`src/common/sbt_pkg.sv`:
```
package sbt_pkg;
  localparam int IR_W = 3;
  localparam int ID_W = 32;
  localparam int BSR_W = 112;
  localparam int OE_CELL = 108;
  localparam int RST_ONES = 5;
  localparam int SYNC_W = 2;
  localparam logic [IR_W-1:0] IR_EXTEST = 3'h0;
  localparam logic [IR_W-1:0] IR_IDCODE = 3'h1;
  localparam logic [IR_W-1:0] IR_SAMPLE_Z = 3'h2;
  localparam logic [IR_W-1:0] IR_SAMPLE = 3'h4;
  localparam logic [IR_W-1:0] IR_BYPASS = 3'h7;
  localparam logic [1:0] IR_CAPTURE = 2'h1;
  // arbitrary identification value
  localparam logic [ID_W-1:0] ID_VALUE = 32'h1234_5679;
  typedef enum logic [3:0] {
    SBT_RESET, SBT_IDLE, SBT_SEL_DR, SBT_CAP_DR, SBT_SH_DR, SBT_EX1_DR, SBT_PAU_DR, SBT_EX2_DR,
    SBT_UPD_DR, SBT_SEL_IR, SBT_CAP_IR, SBT_SH_IR, SBT_EX1_IR, SBT_PAU_IR, SBT_EX2_IR, SBT_UPD_IR
  } sbt_state_t;
endpackage

```
`src/hw/sbt_sync.sv`:
```
module sbt_sync
  import sbt_pkg::*;
(
  // clock
  input wire logic mclk,
  input wire logic rst,
  input wire logic rst_val,
  // data
  input wire logic din,
  output logic dout
);
  logic [SYNC_W-1:0] stage;
  always_ff @(posedge mclk) begin
    if (rst) begin
      stage <= {SYNC_W{rst_val}};
    end else begin
      stage <= {stage[SYNC_W-2:0], din};
    end
  end
  assign dout = stage[SYNC_W-1];
endmodule

```
`src/hw/sbt_tap.sv`:
```
// What this block does
// - follows the standard sixteen-state test access controller
// - inputs sampled at test clock rise, data out changes at fall
// - mode select pin with no driver reads as high
// - current instruction picks exactly one data register for the chain
// - serial data enters at msb, leaves from lsb
// - data out enabled only in shift states, else high impedance
// - five high mode-select samples reset the port, memory unaffected
// - power-up reset needs no test clock, data out off
// - three-bit instruction register shifts during instruction scans
// - instruction resets to identification at reset state
// - capture-ir loads 01 into lowest instruction bits
// - bypass is one flip-flop, one test clock delay
// - bypass cleared at every capture-dr, whatever the instruction
// - boundary register captures pins, then shifts
// - pin capture under extest, sample and sample-z
// - spare package cells shift like the others
// - identification instruction captures the fixed 32-bit value
// - sample-z floats memory data outputs until next update-ir
// - under extest, latched cell 108 enables memory data outputs
// - output-enable cell preset high at reset
module sbt_tap
  import sbt_pkg::*;
(
  // system
  input wire logic mclk,
  input wire logic rst,
  // test pins
  input wire logic tck,
  input wire logic tms,
  input wire logic tms_oe_ext,
  input wire logic tdi,
  output logic tdo,
  output logic tdo_oe,
  // pin ring
  input wire logic [BSR_W-1:0] ring_in,
  output logic [BSR_W-1:0] ring_latch,
  output logic ring_drive,
  output logic q_enable
);
  logic tck_s, tms_s, tdi_s, tck_d;
  logic tms_pin;
  // a floating pin is modelled by the driver's enable: pull-up then wins
  assign tms_pin = tms_oe_ext ? tms : 1'b1;
  sbt_sync u_tck (.mclk(mclk), .rst(rst), .rst_val(1'b0), .din(tck), .dout(tck_s));
  sbt_sync u_tms (.mclk(mclk), .rst(rst), .rst_val(1'b1), .din(tms_pin), .dout(tms_s));
  sbt_sync u_tdi (.mclk(mclk), .rst(rst), .rst_val(1'b1), .din(tdi), .dout(tdi_s));

  logic rise, fall;
  always_ff @(posedge mclk) begin
    if (rst) begin
      tck_d <= 1'b0;
    end else begin
      tck_d <= tck_s;
    end
  end
  // a tck held low never produces an edge, so the controller stays put
  assign rise = tck_s & ~tck_d;
  assign fall = ~tck_s & tck_d;

  sbt_state_t state, next_state;
  always_comb begin
    next_state = state;
    unique case (state)
      SBT_RESET: next_state = tms_s ? SBT_RESET : SBT_IDLE;
      SBT_IDLE: next_state = tms_s ? SBT_SEL_DR : SBT_IDLE;
      SBT_SEL_DR: next_state = tms_s ? SBT_SEL_IR : SBT_CAP_DR;
      SBT_CAP_DR: next_state = tms_s ? SBT_EX1_DR : SBT_SH_DR;
      SBT_SH_DR: next_state = tms_s ? SBT_EX1_DR : SBT_SH_DR;
      SBT_EX1_DR: next_state = tms_s ? SBT_UPD_DR : SBT_PAU_DR;
      SBT_PAU_DR: next_state = tms_s ? SBT_EX2_DR : SBT_PAU_DR;
      SBT_EX2_DR: next_state = tms_s ? SBT_UPD_DR : SBT_SH_DR;
      SBT_UPD_DR: next_state = tms_s ? SBT_SEL_DR : SBT_IDLE;
      SBT_SEL_IR: next_state = tms_s ? SBT_RESET : SBT_CAP_IR;
      SBT_CAP_IR: next_state = tms_s ? SBT_EX1_IR : SBT_SH_IR;
      SBT_SH_IR: next_state = tms_s ? SBT_EX1_IR : SBT_SH_IR;
      SBT_EX1_IR: next_state = tms_s ? SBT_UPD_IR : SBT_PAU_IR;
      SBT_PAU_IR: next_state = tms_s ? SBT_EX2_IR : SBT_PAU_IR;
      SBT_EX2_IR: next_state = tms_s ? SBT_UPD_IR : SBT_SH_IR;
      SBT_UPD_IR: next_state = tms_s ? SBT_SEL_DR : SBT_IDLE;
    endcase
  end

  // power-up reset via rst, no tck needed; five ones walk any state home
  always_ff @(posedge mclk) begin
    if (rst) begin
      state <= SBT_RESET;
    end else if (rise) begin
      state <= next_state;
    end
  end

  logic [IR_W-1:0] ir_sh, ir;
  always_ff @(posedge mclk) begin
    if (rst) begin
      ir_sh <= IR_IDCODE;
      ir <= IR_IDCODE;
    end else if (rise) begin
      unique case (state)
        SBT_RESET: ir <= IR_IDCODE;
        SBT_CAP_IR: ir_sh <= {ir_sh[IR_W-1:2], IR_CAPTURE};
        SBT_SH_IR: ir_sh <= {tdi_s, ir_sh[IR_W-1:1]};
        SBT_UPD_IR: ir <= ir_sh;
        default: ;
      endcase
    end
  end

  logic is_ring, is_id;
  // reserved codes fall to bypass so exactly one register is always chosen
  assign is_ring = (ir == IR_EXTEST) || (ir == IR_SAMPLE) || (ir == IR_SAMPLE_Z);
  assign is_id = (ir == IR_IDCODE);

  logic byp;
  logic [ID_W-1:0] id_sh;
  logic [BSR_W-1:0] bsr;
  always_ff @(posedge mclk) begin
    if (rst) begin
      byp <= 1'b0;
      id_sh <= ID_VALUE;
      bsr <= '0;
    end else if (rise) begin
      if (state == SBT_CAP_DR) begin
        byp <= 1'b0;
        if (is_id) begin
          id_sh <= ID_VALUE;
        end
        if (is_ring) begin
          bsr <= ring_in;
        end
      end else if (state == SBT_SH_DR) begin
        if (is_ring) begin
          bsr <= {tdi_s, bsr[BSR_W-1:1]};
        end else if (is_id) begin
          id_sh <= {tdi_s, id_sh[ID_W-1:1]};
        end else begin
          byp <= tdi_s;
        end
      end
    end
  end

  always_ff @(posedge mclk) begin
    if (rst) begin
      ring_latch <= '0;
      ring_latch[OE_CELL] <= 1'b1;
    end else if (rise) begin
      if (state == SBT_RESET) begin
        ring_latch[OE_CELL] <= 1'b1;
      end else if (state == SBT_UPD_DR && is_ring) begin
        ring_latch <= bsr;
      end
    end
  end

  // output gating from settled instruction and latch; memory keeps running
  always_ff @(posedge mclk) begin
    if (rst) begin
      ring_drive <= 1'b0;
      q_enable <= 1'b1;
    end else begin
      ring_drive <= (ir == IR_EXTEST);
      if (ir == IR_SAMPLE_Z) begin
        q_enable <= 1'b0;
      end else if (ir == IR_EXTEST) begin
        q_enable <= ring_latch[OE_CELL];
      end else begin
        q_enable <= 1'b1;
      end
    end
  end

  logic dr_bit;
  always_comb begin
    if (is_ring) begin
      dr_bit = bsr[0];
    end else if (is_id) begin
      dr_bit = id_sh[0];
    end else begin
      dr_bit = byp;
    end
  end

  always_ff @(posedge mclk) begin
    if (rst) begin
      tdo <= 1'b0;
      tdo_oe <= 1'b0;
    end else if (fall) begin
      tdo_oe <= (state == SBT_SH_DR) || (state == SBT_SH_IR);
      tdo <= (state == SBT_SH_IR) ? ir_sh[0] : dr_bit;
    end
  end

  // consecutive tms-high rises, saturating; only feeds the five-edge reset check
  logic [2:0] ones_cnt;
  always_ff @(posedge mclk) begin
    if (rst) begin
      ones_cnt <= '0;
    end else if (rise) begin
      if (!tms_s) begin
        ones_cnt <= '0;
      end else if (ones_cnt != 3'(RST_ONES)) begin
        ones_cnt <= ones_cnt + 3'h1;
      end
    end
  end
endmodule

```
`config.mk`:
```
export PLATFORM = sky130hd
export DESIGN_NAME = sbt_tap
export DESIGN_NICKNAME = d
export VERILOG_FILES = /design/src/common/sbt_pkg.sv /design/src/hw/sbt_sync.sv /design/src/hw/sbt_tap.sv
export SDC_FILE = /design/constraint.sdc
export NUM_CORES = 1
export LEC_CHECK = 0
export BUFFER_PORTS_ARGS = -buffer_cell sky130_fd_sc_hd__buf_4
export CAP_MARGIN = 25
export CORE_MARGIN = 4
export CORE_UTILIZATION = 35
export CTS_BUF_LIST = sky130_fd_sc_hd__clkbuf_8
export CTS_CLUSTER_DIAMETER = 100
export CTS_CLUSTER_SIZE = 30
export DETAILED_ROUTE_END_ITERATION = 10
export SLEW_MARGIN = 10
export SYNTH_ARGS = -nofsm -noshare
export SYNTH_HDL_FRONTEND = slang
export SYNTH_SLANG_ARGS = --single-unit
```
`constraint.sdc`:
```
create_clock -name mclk -period 2.4 [get_ports mclk]
set_clock_uncertainty 0.2 [all_clocks]
set_input_delay 0.48 -clock mclk [delete_from_list [all_inputs] [get_ports mclk]]
set_output_delay 0.48 -clock mclk [all_outputs]
set_load 0.02 [all_outputs]
```
==> results.sh <==
export IMPL_cts_tree="done"
export IMPL_cts_resized=0
export IMPL_vias=10379
export IMPL_post_route_period_util_pct=92.5
export IMPL_postCtsSetupBuffers=0
export IMPL_avgSynthCellArea_um2=8.28
export IMPL_synth_fp_nets=1513
export IMPL_core_mm2=0.0325
export IMPL_setup_worst_path_start_class="flip-flop"
export IMPL_dr_wl_met3_mm=1.45
export IMPL_synth_flop_cell="dfxtp_1"
export IMPL_clkSinkCount=278
export IMPL_antenna_found_initial=1
export IMPL_min_from="ring_in[0]"
export IMPL_hold_viol_final=0
export IMPL_path_clk_slew_ns=0.15
export IMPL_setup_slack_ns=0.180
export IMPL_seq_area_mm2=0.00557
export IMPL_fp_dieW_um=190
export IMPL_path_max_fanout=19
export IMPL_p_comb_share_pct=6.4
export IMPL_slew_viol_final=0
export IMPL_dieArea_mm2=0.0360
export IMPL_port_buffer_count=233
export IMPL_wl_met2_mm=14.4
export IMPL_synth_top_area_cell="dfxtp_1"
export IMPL_areaGrowthSynthToFinish_pct=31.7
export IMPL_clock_root_buffer="clkbuf_8"
export IMPL_ys_ff_latch=278
export IMPL_finalSetupViolCount=0
export IMPL_grt_max_degree=89
export IMPL_drt_wl_total_mm=31.4
export IMPL_crit_path_end_kind="flip-flop"
export IMPL_io_pins=234
export IMPL_p_seq_share_pct=63.6
export IMPL_p_leak_nw=5.04
export IMPL_ant_nets=0
export IMPL_initial_core_util_pct=35.5
export IMPL_preCtsSetupSlack_ns=0.193
export IMPL_layout_min_cycle_time_ns=2.22
export IMPL_ys_seq_area_share_pct=48.2
export IMPL_grt_overflow=0
export IMPL_htreeDepth=1
export IMPL_wl_met1_mm=14.9
export IMPL_final_cell_mix="nand2_1, dfxtp_1, buf_4, a21oi_1, nor2_1"
export IMPL_p_int_mw=5.54
export IMPL_crit_start="state[1]$_SDFFE_PP0P_"
export IMPL_async_reset_ff_share_pct=0
export IMPL_cp_data_required_time_ns=2.66
export IMPL_cpPeakStageDelay_ns=0.58
export IMPL_top_layer="met4"
export IMPL_synthCells=1395
export IMPL_cts_buffers=14
export IMPL_crit_chain="and3b_1 -> o211a_4 -> buf_12 -> buf_4 -> nor2_1 -> a311oi_2"
export IMPL_grt_pass1_vias=10039
export IMPL_grt_usage_pct=16.7
export IMPL_syn_cell_area_mm2=0.0115
export IMPL_p_clk_share_pct=30.0
export IMPL_nFillCells=3216
export IMPL_crit_slowest_cell="dfxtp_1"
export IMPL_max_cap_violations=0
export IMPL_rr_worst_depth=6
export IMPL_placementRows=66
export IMPL_multi_input_area_mm2=0.00539
export IMPL_synth_top_area_share_pct=48.2
export IMPL_drive_gt1_share_pct=23.7
export IMPL_remaining_drc_errors=0
export IMPL_tns_ns=0
export IMPL_hold_path_class="in2reg"
export IMPL_stdcell_area_mm2=0.0152
export IMPL_place_area_mm2=0.0138
export IMPL_wl_per_cell_um=14.8
export IMPL_synthDistinctLibCells=48
export IMPL_dpl_hpwl_mm=20.5
export IMPL_p_per_area_mw_per_mm2=479
export IMPL_netSwitchingPower_mw=1.74
export IMPL_layout_commonest_cell="nand2_1"
export IMPL_worst_pin_slew_ns=0.634
export IMPL_whs_path_depth=3
export IMPL_status="complete, no violations"
export IMPL_ys_top_cells_by_area="dfxtp_1, nand2_1, a311oi_2"
export IMPL_slew_headroom_pct=57.7
export IMPL_yosysWarnings=0
export IMPL_fmax_ghz=0.450
export IMPL_drtIter0Drc=476
export IMPL_gp_congestion=0.791
export IMPL_clk_latency_ns=0.56
export IMPL_hold_path_endpoint="bsr[0]$_SDFFE_PP0P_"
export IMPL_grt_first_pass_wirelength_mm=51.2
export IMPL_switching_share_pct=23.9
export IMPL_r2r_start="state[1]$_SDFFE_PP0P_"
export IMPL_r2r_end="bsr[10]$_SDFFE_PP0P_"
export IMPL_die_y_um=190
export IMPL_rsz0062_at_grt="no"
export IMPL_arrival_ns=2.48
export IMPL_rrSetupSlack_ns=0.18
export IMPL_cts_max_path_buffers=3
export IMPL_irDropWorstVdd_mv=0.312
export IMPL_routed_via_density=4.91
export IMPL_critPathKind="reg2reg"
export IMPL_synth_edf_count=0
export IMPL_nets=1782
export IMPL_drtPass1Iterations=4
==> per-layer routing <==
metal / up-vias / track usage, %
li1: 5263 / -
met1: 4846 / 23.3
met2: 242 / 27.9
met3: 28 / 2.46
met4: 0 / 3.03
met5: - / 0
==> how the worst max path moves through the flow <==
stage                                  end  slack, ns  depth (start not counted)
4_1_cts               bsr[33]$_SDFFE_PP0P_       0.18                          6
2_1_floorplan         bsr[26]$_SDFFE_PP0P_       0.55                          8
5_1_grt        ring_latch[70]$_SDFFE_PP0P_       0.03                          6
3_3_place_gp   ring_latch[78]$_SDFFE_PP0P_       0.25                          6
6_report              bsr[10]$_SDFFE_PP0P_       0.18                          6
3_5_place_dp          bsr[33]$_SDFFE_PP0P_       0.19                          6
==> final cells by class <==
cell class	count	share of cell area, %
sequential	278	36.6
multi-input combinational	981	35.4
timing repair buffer	383	22.3
tap	442	3.64
clock buffer	15	1.36
clock inverter	7	0.444
inverter	6	0.148
antenna	1	0.0165
==> power groups by stage <==
stage / Combinational [mW] / Sequential, mW / Clock, mW
6_report: 0.469 / 4.63 / 2.18
5_1_grt: 0.502 / 4.64 / 2.42
3_3_place_gp: 0.325 / 4.73 / 0
3_5_place_dp: 0.323 / 4.73 / 0
2_1_floorplan: 0.117 / 4.73 / 0
4_1_cts: 0.469 / 4.64 / 2.30
==> through the flow <==
stage | hold slack, ns | std cells | total power [mW] | utilization, %
after floorplan | 0.189 | 1395 | 4.84 | -
after global placement | 0.197 | 1979 | 5.06 | 42.5
after detailed placement | 0.196 | 1979 | 5.06 | 42.5
after CTS | 0.00309 | 2112 | 7.40 | 46.7
after global routing | 0.00769 | 2113 | 7.56 | 46.7
final | 0.0342 | 2113 | 7.29 | 46.7
==> worst max-delay path: cells and delay by family, from the launching register on <==
kind,cells,cell delay [ns]
AOI/OAI and AO/OA,2,0.48
buffers and inverters,2,0.42
DFF,1,0.58
and+or+nand+nor,2,0.45
==> synthesized netlist by cell type, types with 2 or more instances <==
| master | n |
|---|---|
| buf_1 | 6 |
| a2111oi_0 | 2 |
| o211a_1 | 2 |
| or2_2 | 4 |
| and4_1 | 2 |
| and3b_1 | 2 |
| nor3b_4 | 2 |
| a21oi_1 | 150 |
| nand2_1 | 470 |
| o21bai_1 | 3 |
| buf_2 | 34 |
| nor2b_1 | 7 |
| clkbuf_1 | 74 |
| nor3_1 | 38 |
| a311oi_1 | 24 |
| a31oi_1 | 3 |
| nor4_1 | 2 |
| a221oi_1 | 2 |
| a22oi_1 | 3 |
| nand3_1 | 21 |
| a211oi_1 | 4 |
| nor3b_1 | 2 |
| a311oi_2 | 90 |
| o21ai_0 | 4 |
| buf_4 | 12 |
| buf_6 | 4 |
| nor2_1 | 123 |
| a2bb2oi_1 | 2 |
| nand2b_1 | 2 |
| dfxtp_1 | 278 |
| inv_1 | 6 |
==> registers in the layout, summed over array words and instances (netlist names), 2 cells and up <==
register	count
bsr	112
id_sh	32
ir	3
ir_sh	3
ring_latch	112
state	4
u_tck.stage	2
u_tdi.stage	2
u_tms.stage	2
==> what timing repair did <==
| action | in CTS | in global routing |
|---|---|---|
| hold endpoints to repair | 111 | 0 |
| hold buffers | 111 | 0 |
| endpoints found under the setup margin | 0 | 0 |
==> logic make-up after synthesis <==
family          share of synthesized area [%]
compound gates                           22.1
xor+xnor                               0.0759
fa+ha+maj                              0.0867
buf+inv                                  5.44
flops                                    48.2
mux                                    0.0867
simple gates                             24.0
Note: power is estimated with default switching activity, not from simulation.
